==> config.mk <==
export PLATFORM = sky130hd
export DESIGN_NAME = tmcu_top
export DESIGN_NICKNAME = d
export VERILOG_FILES = /design/src/hdl/tmcu_pkg.sv /design/src/hdl/tmcu_top.sv
export VERILOG_INCLUDE_DIRS = /design/src /design/src/hdl
export SDC_FILE = /design/constraint.sdc
export NUM_CORES = 1
export LEC_CHECK = 0
export BUFFER_PORTS_ARGS = -buffer_cell sky130_fd_sc_hd__buf_2
export CORE_MARGIN = 4
export CORE_UTILIZATION = 63
export DETAILED_ROUTE_END_ITERATION = 12
export MAX_ROUTING_LAYER = met4
export PLACE_DENSITY = 0.88
export SETUP_SLACK_MARGIN = 0.15
export SLEW_MARGIN = 5
export SYNTH_ARGS = -nofsm -noshare
export SYNTH_HDL_FRONTEND = slang
export SYNTH_SLANG_ARGS = --single-unit
export TNS_END_PERCENT = 1
==> constraint.sdc <==
create_clock -name clock -period 14.4 [get_ports clock]
set_input_delay 0 -clock clock [delete_from_list [all_inputs] [get_ports clock]]
set_output_delay 0 -clock clock [all_outputs]
set_load 0.02 [all_outputs]
==> src/hdl/tmcu_cfg.svh <==
// register map, field positions, reset values and codes of the match/capture unit
`ifndef TMCU_CFG_SVH
`define TMCU_CFG_SVH

// ----------------------------------------
// register byte offsets
// ----------------------------------------
`define TMCU_OFS_MATCH_VALUE_0   12'h018
`define TMCU_OFS_MATCH_VALUE_1   12'h01C
`define TMCU_OFS_MATCH_VALUE_2   12'h020
`define TMCU_OFS_MATCH_VALUE_3   12'h024
`define TMCU_OFS_CAPTURE_CONTROL 12'h028
`define TMCU_OFS_CAPTURE_VALUE   12'h02C
`define TMCU_OFS_EXT_MATCH_CTRL  12'h030
`define TMCU_OFS_IRQ_STATUS      12'h034
`define TMCU_OFS_IRQ_MASK        12'h038

// ----------------------------------------
// capture control fields
// ----------------------------------------
`define TMCU_CAP_RISE_BIT        0
`define TMCU_CAP_FALL_BIT        1
`define TMCU_CAP_IE_BIT          2
`define TMCU_CAP_EN_BIT          3
`define TMCU_CAP_CTRL_W          4

// ----------------------------------------
// external match fields
// ----------------------------------------
`define TMCU_EM_STATE_LSB        0
`define TMCU_EM_ACTION_LSB       4
`define TMCU_EM_W                12

// ----------------------------------------
// match action control fields, per channel
// ----------------------------------------
`define TMCU_MATCH_ACTION_CONTROL_IE_OFS        0
`define TMCU_MATCH_ACTION_CONTROL_RST_OFS       1
`define TMCU_MATCH_ACTION_CONTROL_STOP_OFS      2
`define TMCU_MATCH_ACTION_CONTROL_STRIDE        3
`define TMCU_MATCH_ACTION_CONTROL_W             12

// ----------------------------------------
// interrupt status fields
// ----------------------------------------
`define TMCU_IRQ_CAP_BIT         4
`define TMCU_IRQ_W               5

// ----------------------------------------
// sizes and reset values
// ----------------------------------------
`define TMCU_CHANNELS            4
`define TMCU_DATA_W              32
`define TMCU_ADDR_W              12
`define TMCU_ZERO32              32'h0000_0000
`define TMCU_ACT_NONE            2'h0
`define TMCU_ACT_LOW             2'h1
`define TMCU_ACT_HIGH            2'h2
`define TMCU_ACT_TOGGLE          2'h3

`endif

==> src/hdl/tmcu_pkg.sv <==
// types shared by the match/capture unit
`default_nettype none
`include "tmcu_cfg.svh"
package tmcu_pkg;

  // apb request from the master
  typedef struct packed {
    logic                      psel;
    logic                      penable;
    logic                      pwrite;
    logic [`TMCU_ADDR_W-1:0]   paddr;
    logic [`TMCU_DATA_W-1:0]   pwdata;
  } tmcu_apb_req_s;

  // apb answer to the master
  typedef struct packed {
    logic                      pready;
    logic                      pslverr;
    logic [`TMCU_DATA_W-1:0]   prdata;
  } tmcu_apb_rsp_s;

  // action code of one match output
  typedef logic [1:0] tmcu_action_t;

endpackage : tmcu_pkg

`default_nettype wire

==> src/hdl/tmcu_top.sv <==
// match, capture and external match unit of a 32-bit timer
//
// Decided for this implementation: the APB register port.
`timescale 1ns/1ps
`default_nettype none
`include "tmcu_cfg.svh"

// Behaviour
// - each match value is compared with the timer count every cycle
// - a match may raise an interrupt, reset the count or stop the timer
// - four 32-bit read/write match values at successive words, reset zero
// - capture loads happen only while the capture enable bit is set
// - with capture interrupt enable, every capture load requests an interrupt
// - falling-edge select: a high then low input loads the timer count
// - rising-edge select: a low then high input loads the timer count
// - both edge selects together capture on every edge
// - enabling capture switches the pin to capture use by hardware
// - capture value is a read-only 32-bit word, reset zero, writes ignored
// - external match register controls and reports the four match pins
// - outputs in pwm mode ignore their match actions; state bit writes still drive the pins
// - output 3 action: none, low, high, toggle on each channel 3 match
// - output 2 uses the same action encoding on each channel 2 match
// - outputs 1 and 0 use the same encoding; state bits drive the pins
// - stop on match raises the count stop request to the timer core, one cycle after the match
module tmcu_top
  import tmcu_pkg::*;
(
  // clock and reset
  input  wire logic                       clock,
  input  wire logic                       rst,
  // apb slave
  input  wire tmcu_apb_req_s              apb_req,
  output var  tmcu_apb_rsp_s              apb_rsp,
  // timer core
  input  wire logic [`TMCU_DATA_W-1:0]    timer_count,
  input  wire logic [`TMCU_MATCH_ACTION_CONTROL_W-1:0]   match_action_control,
  input  wire logic [`TMCU_CHANNELS-1:0]  pwm_mode,
  output logic      [`TMCU_CHANNELS-1:0]  match_event,
  output logic                            count_reset_req,
  output logic                            count_stop_req,
  // pins
  input  wire logic                       capture_input_pin,
  output logic                            capture_pin_select,
  output logic      [`TMCU_CHANNELS-1:0]  match_pin,
  // interrupt
  output logic                            irq
);

  // ----------------------------------------
  // functions
  // ----------------------------------------

  // next state of a match output for an action code
  function automatic logic apply_action(
    input logic         state,
    input tmcu_action_t code
  );
    logic res;
    res = state;
    case (code)
      `TMCU_ACT_NONE:   res = state;
      `TMCU_ACT_LOW:    res = 1'b0;
      `TMCU_ACT_HIGH:   res = 1'b1;
      `TMCU_ACT_TOGGLE: res = ~state;
      default:          res = state;
    endcase
    return res;
  endfunction : apply_action

  // one bit of the match action control word
  function automatic logic match_action_control_bit(
    input logic [`TMCU_MATCH_ACTION_CONTROL_W-1:0] word,
    input int                       chan,
    input int                       ofs
  );
    return word[chan*`TMCU_MATCH_ACTION_CONTROL_STRIDE+ofs];
  endfunction : match_action_control_bit

  // ----------------------------------------
  // registers
  // ----------------------------------------
  logic [`TMCU_DATA_W-1:0]     match_value_ff [`TMCU_CHANNELS];
  logic [`TMCU_CAP_CTRL_W-1:0] capture_control_ff;
  logic [`TMCU_DATA_W-1:0]     capture_value_ff;
  logic [`TMCU_CHANNELS-1:0]   match_out_state_ff;
  tmcu_action_t                match_out_action_ff [`TMCU_CHANNELS];
  logic [`TMCU_IRQ_W-1:0]      irq_status_ff;
  logic [`TMCU_IRQ_W-1:0]      irq_mask_ff;
  logic [`TMCU_CHANNELS-1:0]   equal_prev_ff;
  logic [`TMCU_CHANNELS-1:0]   match_event_ff;
  logic                        count_reset_req_ff;
  logic                        count_stop_req_ff;
  logic [`TMCU_CHANNELS-1:0]   match_pin_ff;
  logic                        capture_pin_select_ff;
  logic                        irq_ff;
  logic                        cap_sync1_ff;
  logic                        cap_sync2_ff;
  logic                        cap_prev_ff;
  tmcu_apb_rsp_s               apb_rsp_ff;

  // ----------------------------------------
  // combinational terms
  // ----------------------------------------
  logic                        bus_access;
  logic                        bus_commit;
  logic                        wr_commit;
  logic                        addr_hit;
  logic [`TMCU_DATA_W-1:0]     rd_data;
  logic [`TMCU_CHANNELS-1:0]   equal_now;
  logic [`TMCU_CHANNELS-1:0]   match_hit;
  logic [`TMCU_CHANNELS-1:0]   match_irq_set;
  logic                        cap_rise;
  logic                        cap_fall;
  logic                        cap_load;
  logic [`TMCU_IRQ_W-1:0]      irq_set;
  logic [`TMCU_CHANNELS-1:0]   nxt_match_out_state;
  logic [`TMCU_IRQ_W-1:0]      nxt_irq_status;
  logic                        any_reset;
  logic                        any_stop;

  // ----------------------------------------
  // apb handshake
  // ----------------------------------------

  // access phase seen, answer one cycle later
  assign bus_access = apb_req.psel & apb_req.penable;
  assign bus_commit = bus_access & apb_rsp_ff.pready;
  assign wr_commit  = bus_commit & apb_req.pwrite & addr_hit;

  // address decode and read mux
  always_comb begin
    addr_hit = 1'b1;
    rd_data  = `TMCU_ZERO32;
    case (apb_req.paddr)
      `TMCU_OFS_MATCH_VALUE_0:   rd_data = match_value_ff[0];
      `TMCU_OFS_MATCH_VALUE_1:   rd_data = match_value_ff[1];
      `TMCU_OFS_MATCH_VALUE_2:   rd_data = match_value_ff[2];
      `TMCU_OFS_MATCH_VALUE_3:   rd_data = match_value_ff[3];
      `TMCU_OFS_CAPTURE_CONTROL: begin
        rd_data[`TMCU_CAP_CTRL_W-1:0] = capture_control_ff;
      end
      `TMCU_OFS_CAPTURE_VALUE:   rd_data = capture_value_ff;
      `TMCU_OFS_EXT_MATCH_CTRL: begin
        rd_data[`TMCU_EM_STATE_LSB +: `TMCU_CHANNELS] = match_out_state_ff;
        for (int i = 0; i < `TMCU_CHANNELS; i++) begin
          rd_data[`TMCU_EM_ACTION_LSB+2*i +: 2] = match_out_action_ff[i];
        end
      end
      `TMCU_OFS_IRQ_STATUS:      rd_data[`TMCU_IRQ_W-1:0] = irq_status_ff;
      `TMCU_OFS_IRQ_MASK:        rd_data[`TMCU_IRQ_W-1:0] = irq_mask_ff;
      default:                   addr_hit = 1'b0;
    endcase
  end

  // answer: one wait state, error on unmapped address
  always_ff @(posedge clock or posedge rst) begin
    if (rst) begin
      apb_rsp_ff <= '0;
    end else if (bus_access & ~apb_rsp_ff.pready) begin
      apb_rsp_ff.pready  <= 1'b1;
      apb_rsp_ff.pslverr <= ~addr_hit;
      apb_rsp_ff.prdata  <= apb_req.pwrite ? `TMCU_ZERO32 : rd_data;
    end else begin
      apb_rsp_ff.pready  <= 1'b0;
      apb_rsp_ff.pslverr <= 1'b0;
    end
  end

  // ----------------------------------------
  // match values
  // ----------------------------------------

  // software writes of the match words
  always_ff @(posedge clock or posedge rst) begin
    if (rst) begin
      for (int i = 0; i < `TMCU_CHANNELS; i++) begin
        match_value_ff[i] <= `TMCU_ZERO32;
      end
    end else if (wr_commit) begin
      case (apb_req.paddr)
        `TMCU_OFS_MATCH_VALUE_0: match_value_ff[0] <= apb_req.pwdata;
        `TMCU_OFS_MATCH_VALUE_1: match_value_ff[1] <= apb_req.pwdata;
        `TMCU_OFS_MATCH_VALUE_2: match_value_ff[2] <= apb_req.pwdata;
        `TMCU_OFS_MATCH_VALUE_3: match_value_ff[3] <= apb_req.pwdata;
        default:                 ;
      endcase
    end
  end

  // ----------------------------------------
  // comparison and match actions
  // ----------------------------------------

  // continuous equality; event on entering equality
  always_comb begin
    for (int i = 0; i < `TMCU_CHANNELS; i++) begin
      equal_now[i] = (timer_count == match_value_ff[i]);
    end
  end

  assign match_hit = equal_now & ~equal_prev_ff;

  // per-channel interrupt, reset and stop selections
  always_comb begin
    any_reset = 1'b0;
    any_stop  = 1'b0;
    for (int i = 0; i < `TMCU_CHANNELS; i++) begin
      match_irq_set[i] = match_hit[i] &
                         match_action_control_bit(match_action_control, i, `TMCU_MATCH_ACTION_CONTROL_IE_OFS);
      any_reset = any_reset | (match_hit[i] &
                  match_action_control_bit(match_action_control, i, `TMCU_MATCH_ACTION_CONTROL_RST_OFS));
      any_stop  = any_stop  | (match_hit[i] &
                  match_action_control_bit(match_action_control, i, `TMCU_MATCH_ACTION_CONTROL_STOP_OFS));
    end
  end

  // equality history
  always_ff @(posedge clock or posedge rst) begin
    if (rst) begin
      equal_prev_ff <= '0;
    end else begin
      equal_prev_ff <= equal_now;
    end
  end

  // match pulses to the timer core
  always_ff @(posedge clock or posedge rst) begin
    if (rst) begin
      match_event_ff     <= '0;
      count_reset_req_ff <= 1'b0;
      count_stop_req_ff  <= 1'b0;
    end else begin
      match_event_ff     <= match_hit;
      count_reset_req_ff <= any_reset;
      count_stop_req_ff  <= any_stop;
    end
  end

  // ----------------------------------------
  // external match outputs
  // ----------------------------------------

  // software write first, a match outside pwm mode on the same cycle overrides it
  always_comb begin
    nxt_match_out_state = match_out_state_ff;
    if (wr_commit && apb_req.paddr == `TMCU_OFS_EXT_MATCH_CTRL) begin
      nxt_match_out_state = apb_req.pwdata[`TMCU_EM_STATE_LSB +: `TMCU_CHANNELS];
    end
    for (int i = 0; i < `TMCU_CHANNELS; i++) begin
      if (match_hit[i] && !pwm_mode[i]) begin
        nxt_match_out_state[i] = apply_action(match_out_state_ff[i],
                                              match_out_action_ff[i]);
      end
    end
  end

  // state bits and action fields
  always_ff @(posedge clock or posedge rst) begin
    if (rst) begin
      match_out_state_ff <= '0;
      for (int i = 0; i < `TMCU_CHANNELS; i++) begin
        match_out_action_ff[i] <= `TMCU_ACT_NONE;
      end
    end else begin
      match_out_state_ff <= nxt_match_out_state;
      if (wr_commit && apb_req.paddr == `TMCU_OFS_EXT_MATCH_CTRL) begin
        for (int i = 0; i < `TMCU_CHANNELS; i++) begin
          match_out_action_ff[i] <= apb_req.pwdata[`TMCU_EM_ACTION_LSB+2*i +: 2];
        end
      end
    end
  end

  // pins follow the state bits
  always_ff @(posedge clock or posedge rst) begin
    if (rst) begin
      match_pin_ff <= '0;
    end else begin
      match_pin_ff <= nxt_match_out_state;
    end
  end

  // ----------------------------------------
  // capture
  // ----------------------------------------

  // capture control register, reserved bits dropped
  always_ff @(posedge clock or posedge rst) begin
    if (rst) begin
      capture_control_ff <= '0;
    end else if (wr_commit && apb_req.paddr == `TMCU_OFS_CAPTURE_CONTROL) begin
      capture_control_ff <= apb_req.pwdata[`TMCU_CAP_CTRL_W-1:0];
    end
  end

  // pin synchroniser and sample history
  always_ff @(posedge clock or posedge rst) begin
    if (rst) begin
      cap_sync1_ff <= 1'b0;
      cap_sync2_ff <= 1'b0;
      cap_prev_ff  <= 1'b0;
    end else begin
      cap_sync1_ff <= capture_input_pin;
      cap_sync2_ff <= cap_sync1_ff;
      cap_prev_ff  <= cap_sync2_ff;
    end
  end

  // edges from two consecutive samples
  assign cap_rise = cap_sync2_ff & ~cap_prev_ff;
  assign cap_fall = ~cap_sync2_ff & cap_prev_ff;

  // load condition, either or both edges
  assign cap_load = capture_control_ff[`TMCU_CAP_EN_BIT] &
                    ((cap_rise & capture_control_ff[`TMCU_CAP_RISE_BIT]) |
                     (cap_fall & capture_control_ff[`TMCU_CAP_FALL_BIT]));

  // captured count, never written by software
  always_ff @(posedge clock or posedge rst) begin
    if (rst) begin
      capture_value_ff <= `TMCU_ZERO32;
    end else if (cap_load) begin
      capture_value_ff <= timer_count;
    end
  end

  // pin function switches with the enable bit
  always_ff @(posedge clock or posedge rst) begin
    if (rst) begin
      capture_pin_select_ff <= 1'b0;
    end else begin
      capture_pin_select_ff <= capture_control_ff[`TMCU_CAP_EN_BIT];
    end
  end

  // ----------------------------------------
  // interrupts
  // ----------------------------------------

  // events that set sticky status bits
  always_comb begin
    irq_set = '0;
    irq_set[`TMCU_CHANNELS-1:0] = match_irq_set;
    irq_set[`TMCU_IRQ_CAP_BIT]  = cap_load &
                                  capture_control_ff[`TMCU_CAP_IE_BIT];
  end

  // write one to clear, a new event wins
  always_comb begin
    nxt_irq_status = irq_status_ff;
    if (wr_commit && apb_req.paddr == `TMCU_OFS_IRQ_STATUS) begin
      nxt_irq_status = irq_status_ff & ~apb_req.pwdata[`TMCU_IRQ_W-1:0];
    end
    nxt_irq_status = nxt_irq_status | irq_set;
  end

  // status and mask registers
  always_ff @(posedge clock or posedge rst) begin
    if (rst) begin
      irq_status_ff <= '0;
      irq_mask_ff   <= '0;
    end else begin
      irq_status_ff <= nxt_irq_status;
      if (wr_commit && apb_req.paddr == `TMCU_OFS_IRQ_MASK) begin
        irq_mask_ff <= apb_req.pwdata[`TMCU_IRQ_W-1:0];
      end
    end
  end

  // level interrupt line
  always_ff @(posedge clock or posedge rst) begin
    if (rst) begin
      irq_ff <= 1'b0;
    end else begin
      irq_ff <= |(nxt_irq_status & irq_mask_ff);
    end
  end

  // ----------------------------------------
  // outputs
  // ----------------------------------------
  assign apb_rsp            = apb_rsp_ff;
  assign match_event        = match_event_ff;
  assign count_reset_req    = count_reset_req_ff;
  assign count_stop_req     = count_stop_req_ff;
  assign capture_pin_select = capture_pin_select_ff;
  assign match_pin          = match_pin_ff;
  assign irq                = irq_ff;

endmodule : tmcu_top

`default_nettype wire

==> run summary, run 1 <==
The flow ran to the end, and the final reports show no timing, DRC or antenna violations. The run gives 0.01326 ns as the largest clock skew in the final design. In the routed layout, each cell is associated on average with a via count of 6.588. The clock net in this run drives a total of 235 sinks. Fraction of layout cells with a size suffix above 1: 0.3026.

Setup violations remaining at the end of the flow were counted as 0. Leaving out fill and tap cells, the most frequent cell in the layout is dfrtp_1. Detailed placement ended at an HPWL of 23.04 mm. Summed over all cells, the static leakage comes to 7.184 nW. The starting density of the core was 0.6487; the number of nets at the end of the flow was 1262.

The first global-routing pass estimated 56.72 mm of wire. Fraction of power spent switching nets: 0.2386. The cell taking the most area after synthesis was dfrtp_1. Entering global routing, the biggest net connects 114 pins. The number of hold-slack violations in the final timing report is 0, and the placed standard-cell area is 0.01252 mm^2. At the placement stage, the worst setup path has a slack of 11.44 ns.

Buffer depth of the longest clock path: 3. The critical path starts at match_value_ff[89]$_DFFE_PP0P_. At the worst endpoint, the required time is 14.87 ns. In this run the most critical hold path is launched from apb_req[46].

Setup repair after global routing left no endpoint under its margin. From bottom edge to top edge, the die measures 144.7 um. The via count of the routed design came out at 9302.

After the first detailed-routing iteration, the DRC count stood at 979. The library cells used most frequently in the layout, excluding fill and tap cells, are dfrtp_1, mux2_2, buf_2. The maximum resistive drop on vdd was 0.00009496 V. The run gives 25 as the TritonCTS buffer count. The synthesized design contains 0 enable-type register cells. Most used flip-flop cell after synthesis: dfrtp_1. In the post-synthesis netlist, the biggest area contributors are dfrtp_1, mux2_2, xor2_1.

The hold-critical path endpoint was apb_rsp[33]$_DFF_PP0_. During I/O placement, the number of pins put on the boundary was 144. Across all register-to-register paths, the minimum setup slack is 10.54 ns.

Including well taps, the total number of placed cells is 1280. The netlist uses 45 different library cells. Adding up every negative setup slack in the final design gives 0 ns.

The number of I/O port buffers came out at 143. Across the run, the number of max-cap violations was 0. The normalized max-slew margin was 0.1146; the overall die width was 144.7 um. The share of power burned in the clock network is 0.462, and the number of instances on the worst hold path is 4.

The number of antenna violations at the first check in global routing is 0, and the share of async-settable or async-resettable flops after synthesis is 1.000. The routed design uses 3.457 mm of met3 wire. The tools report the detailed-routed wire length on met2 as 17.38 mm. In this run the worst hold path is classified as input port to flip-flop. The worst endpoint data arrival time is 4.33 ns, and the worst-margin pin slew is 1.318 ns.

The antenna violation net count after detailed routing was 0. The finished cells cover 0.01421 mm^2. Biggest fanout along the worst timing path: 7.

The die footprint was 0.02094 mm^2; the final critical-path share of the clock period was 0.2681. The layout has 1064 filler cells. The share of the synthesized area in the top cell type was 0.4995; the post-synthesis net count was 1071. The floorplan row count is 49, and the proportion of synthesized chip area in sequential cells is 0.4995.

The area growth from synthesis to layout is 20.71%. The global placement routability congestion is 0.9659, and the number of cells traversed by the worst register-to-register path is 8. The detailed-route wire length on metal 1 is 14.31 mm, and the number of antenna diodes is 0. In the routed design, unresolved DRC markers number 0.

The mean instance size in the synthesized netlist is 12.10 um^2. After synthesis the netlist holds a flip-flop and latch count of 235. Dividing the detail-routed wire length by the instance count gives 26.23 um.

The H-tree level count was 1. The filler-free cell count of the finished design came out at 1412. The wire length after detailed routing came out at 37.03 mm.

The worst path needs 3.861 ns of the cycle, external delays included. The number of warnings printed during yosys synthesis came out at 0. The category of the critical setup timing path is flip-flop to flip-flop. The clock reaches the later pin of the worst-skew pair after 0.54 ns. After global routing the overflow that remains totals 0. The tools report the startpoint of the worst-slack reg-to-reg timing path as match_value_ff[89]$_DFFE_PP0P_. The combinational cell fraction of total power is 0.074, and the clock-pin slew reported for the worst setup and hold paths after clock tree synthesis is 0.06 ns. The run gives 0 as the number of buffers added for setup after CTS.

The core area is 0.01815 mm^2. The first detailed-routing pass ran for 5 iterations. The tools report the number of global-route vias before repair as 9708. In this run the critical register-to-register path is captured at count_stop_req$_DFF_PP0_. Sequential share of power: 0.464.

The synthesized netlist occupies a cell area of 0.01177 mm^2. The final number of max-transition violations was 0. CTS placed an instance of clkbuf_16 at the clock tree root. The internal power of the cells totals 1.097 mW. Overall routing resource usage: 0.3683. The worst setup path is captured at a flip-flop. Timing would allow up to 259.0 MHz. The topmost layer with routed signal wires is met4. The reported net switching power is 0.3437 mW, and the ratio of total power to cell area is 101.4 mW/mm^2. After technology mapping, the gate count stands at 973. TritonCTS built the clock tree. After layout, the worst setup slack is 10.54 ns. The worst setup path is launched from a flip-flop.
## sequential cells by signal, summed over array words and instances (netlist names), 5 cells and up
register and flops:
match_value_ff 128, apb_rsp 34, irq_mask_ff 5, capture_value_ff 32, irq_status_ff 5, match_out_action_ff 8
## worst max-delay path by stage
| stage | end | slack, ns |
|---|---|---|
| 3_3_place_gp | match_value_ff[112]$_DFFE_PP0P_ | 11.53 |
| 4_1_cts | count_stop_req$_DFF_PP0_ | 10.74 |
| 2_1_floorplan | apb_rsp[0]$_DFFE_PP0P_ | 7.95 |
| 3_5_place_dp | match_value_ff[102]$_DFFE_PP0P_ | 11.44 |
| 5_1_grt | count_reset_req$_DFF_PP0_ | 10.35 |
| 6_report | count_stop_req$_DFF_PP0_ | 10.54 |
## synth_stat cells, drive strengths merged (7+ instances only)
| master | count |
|---|---|
| a21o | 9 |
| a21oi | 12 |
| a221oi | 20 |
| a222oi | 7 |
| a22o | 11 |
| a22oi | 18 |
| buf | 33 |
| clkbuf | 46 |
| dfrtp | 235 |
| inv | 8 |
| mux2 | 182 |
| mux2i | 24 |
| nand2 | 74 |
| nand3 | 11 |
| nand4 | 10 |
| nor2 | 14 |
| nor2b | 8 |
| nor3 | 9 |
| nor4 | 39 |
| o21ai | 22 |
| o2bb2ai | 22 |
| xor2 | 128 |
## cell type report
| cell class | count | area [um^2] | share of cell area |
|---|---|---|---|
| Sequential cell | 235 | 5881 | 0.4138 |
| Timing Repair Buffer | 243 | 1682 | 0.1183 |
| Multi-Input combinational cell | 651 | 5494 | 0.3866 |
| Clock buffer | 35 | 693.2 | 0.04878 |
| Clock inverter | 11 | 137.6 | 0.009685 |
| Tap cell | 229 | 286.5 | 0.02016 |
| Inverter | 8 | 37.54 | 0.002641 |
## metal layers
metal  GRT usage  vias up
met4      0.1571        0
met5           -        -
met1      0.4723     4657
met2      0.5808      614
li1            -     3898
met3     0.06835      133
## through the flow
| step | hold WS, ns | total power, mW | util |
|---|---|---|---|
| detailed placement | 0.1150 | 0.7667 | 0.6899 |
| global placement | 0.1090 | 0.7651 | 0.6899 |
| global route | 0.09966 | 1.477 | 0.7831 |
| finish | 0.07677 | 1.440 | 0.7831 |
| floorplan | 0.03143 | 0.7282 | - |
| CTS | 0.06496 | 1.433 | 0.7831 |
## cells by family after synthesis
group	count (synthesis)	share of synthesized area
simple gates	181	0.08566
buf+inv	87	0.03486
flops	235	0.4995
compound gates	134	0.08641
xor+xnor	128	0.09523
mux	208	0.1983
## power groups by stage
stage | sequential [mW] | clock (mW) | combinational (mW)
after global placement | 0.680 | 0 | 0.0850
after detailed placement | 0.681 | 0 | 0.0861
final | 0.669 | 0.665 | 0.106
after floorplan | 0.680 | 0 | 0.0480
after CTS | 0.669 | 0.661 | 0.103
after global routing | 0.669 | 0.697 | 0.112
## what timing repair did
| action | 4_1_cts | 5_1_grt |
|---|---|---|
| hold buffers | 86 | 0 |
| hold endpoints to repair | 302 | 0 |
| resized for setup | 0 | 0 |
## worst max-delay path, cell delays in order (launching register included)
cell	delay (ns)
dfrtp_1	0.41
xor2_1	0.19
nor4_1	0.53
nand4_1	0.21
nor3_1	1.01
a22oi_1	0.22
dlygate4sd3_1	0.62
nand2_1	0.05
dlygate4sd3_1	0.55
No activity file was read; power rests on OpenSTA's default activity.
==> inputs of run 2 (changes only) <==
- CORE_UTILIZATION: 63 -> 59
- PLACE_DENSITY: 0.88 -> 0.83
- clock period: 14.4 -> 3.67 ns (I/O delays scaled with it)
==> run 2 against run 1 <==
Compared with the run above: critical path depth decreased by 1; critical endpoint is now match_pin[0]$_DFFE_PP0P_; largest cell class unchanged; first-iteration DRC count decreased by 15%; routed wire length decreased by 5.3%; global-route usage decreased by 3.9 points; critical path type unchanged; power increased to 3.9 times the previous value.
==> run summary, run 2 (synthesis results as in run 1) <==
Summing all multi-input logic gate instances after layout gives 0.005494 mm^2. The TritonCTS buffer count is 25. The tree is rooted in a clkbuf_16.

The later-pin clock latency in the skew report is 0.52 ns. TritonCTS built the clock tree. In this run the worst path has a maximum fanout of 5. The run gives 54.97 mm as the first-pass GRT wire length.

The completed layout was analyzed and its total power is 5.581 mW. Summed over all cells, the static leakage comes to 7.192 nW. The run finished with clean final reports.

The starting density of the core came out at 0.6029. The normalized max-slew margin came out at 0.3419. The logs give 0 for the final number of max-transition violations and 0 for the antenna violation net count after detailed routing. Clock tree synthesis found a total of 235 sinks. Port buffering added 143 buffers. Setup repair after global routing left no endpoint under its margin. The tools report the startpoint of the worst-slack reg-to-reg timing path as match_value_ff[107]$_DFFE_PP0P_. The detailed router placed 9021 vias in this run. The initialized floorplan defines 51 standard-cell rows. The number of antenna violations at the first check in global routing was 0; the final number of setup-violating endpoints was 0. The logs give 0 for the max-cap check violation count and 1267 for the number of nets at the end of the flow. The finished cells cover 0.01431 mm^2.

The detailed placer's ending HPWL came out at 23.16 mm. The library cells used most frequently in the layout, excluding fill and tap cells, are dfrtp_1, mux2_2, buf_2. The leading cell type in the layout, fill and taps excluded is dfrtp_1. The run gives 0.3290 as the overall routing resource usage. The worst path needs 3.308 ns of the cycle, external delays included.

STA classifies the critical path startpoint as a flip-flop. At the pin with the least slew margin, the transition time is 0.9871 ns. The run gives 4.07 ns as the worst path required time. The critical path starts at match_value_ff[107]$_DFFE_PP0P_.

The worst hold path begins at apb_req[38]. The ratio of total power to cell area is 390.1 mW/mm^2, and the setup TNS is 0 ns. The growth of design area from synthesis to finish is 21.51%.

The tools report the buffer depth of the longest clock path as 3. In this run the count of I/O pins placed on the die edge is 144. For this run, design rule violations remaining after detail routing come to 0.

For the wire length after detailed routing, the log shows 35.08 mm. The register with the most flip-flops in the layout has 128 of them. At the worst endpoint, the arrival time is 3.71 ns.

Counting the fill cells in the layout gives 1339. The number of global-route vias before repair is 9655, and the clock-pin slew reported for the worst setup and hold paths after clock tree synthesis is 0.06 ns. After detailed placement, the total cell area comes to 0.01261 mm^2.

In the routed layout, each cell is associated on average with a via count of 6.226. The final critical-path share of the clock period is 0.9014, and the fraction of layout cells with a size suffix above 1 is 0.3024. For this block, the initial DRC count from the detailed router was 830.

In this run the worst hold path is classified as input port to flip-flop. The critical path is of the flip-flop to flip-flop type. The tools report the detailed-router iteration count before antenna repair as 5. The number of hold-slack violations in the final timing report is 0. The repair_antennas step left the layout with diodes totalling 0. The run gives 0.01953 mm^2 as the core area.

The overall die width came out at 149.3 um. The top register by number of flip-flops was match_value_ff. Entering global routing, the biggest net connects 183 pins. After detailed routing, the average wire length per cell comes to 24.21 um.

The run gives 1 as the H-tree level count. From bottom edge to top edge, the die measures 149.3 um. The worst setup path is captured at a flip-flop. Footprint of the flip-flops and latches: 0.005881 mm^2.

Across the VDD grid, the largest voltage drop is 0.0003351 V. The logs give 0.02228 mm^2 for the die footprint and 0.9500 for the global placement routability congestion. Global routing finished with a remaining overflow of 0. The achievable frequency was 302.3 MHz. The run gives 0.01885 ns as the largest clock skew in the final design.
-- run 2: worst max-delay path, cell delays in order, from the launching register on --
cell	delay [ns]
dfrtp_1	0.42
xor2_1	0.19
nor4_1	0.70
nand4_1	0.47
nor3_1	0.58
a22o_1	0.23
nand2_1	0.04
dlygate4sd3_1	0.55
-- run 2: path summary, 6_finish.rpt --
path                                                           to  slack, ns  depth (start not counted)
max in group asynchronous         match_value_ff[124]$_DFFE_PP0P_       2.64                          4
worst min register to register             cap_sync2_ff$_DFF_PP0_       0.35                          0
min in group asynchronous       capture_control_ff[3]$_DFFE_PP0P_       0.28                          4
worst max register to register           match_pin[0]$_DFFE_PP0P_       0.36                          7
worst min-delay path                   irq_status_ff[0]$_DFF_PP0_       0.04                          5
worst max-delay path                     match_pin[0]$_DFFE_PP0P_       0.36                          7
-- run 2: through the flow --
stage	cells	hold slack (ns)	setup WS [ns]	utilization
after floorplan	973	0.03143	0.5921	-
after global placement	1319	0.1075	0.9610	0.6457
after CTS	1449	0.03730	0.6009	0.7326
after global routing	1449	0.09580	0.3735	0.7326
after detailed placement	1319	0.1145	0.9280	0.6457
final	1449	0.03984	0.3619	0.7326
-- run 2: final cells by class --
type | count | area share
Clock buffer | 35 | 0.04916
Clock inverter | 7 | 0.007872
Inverter | 8 | 0.002362
Multi-Input combinational cell | 651 | 0.3841
Sequential cell | 235 | 0.4111
Tap cell | 265 | 0.02318
Timing Repair Buffer | 248 | 0.1223
-- run 2: power breakdown --
group | switching, mW | total [mW] | internal [mW]
logic | 0.253 | 0.413 | 0.160
registers | 0.0112 | 2.62 | 2.61
clock network | 1.01 | 2.55 | 1.54
total | 1.27 | 5.58 | 4.31
-- run 2: repair_timing --
| action | CTS | global route |
|---|---|---|
| hold endpoints to repair | 425 | 0 |
| hold buffers | 88 | 0 |
| resized for setup | 0 | 0 |
| buffers inserted | 0 | 0 |
| setup endpoints to repair | 0 | 0 |
-- run 2: metal layers --
layer  vias up  part of all wire  global-route usage
met5         -                 0                   -
met4         0             0.042              0.1341
met3       105             0.075             0.04983
met2       435              0.49              0.5309
met1      4573              0.39              0.4209
li1       3908                 -                   -
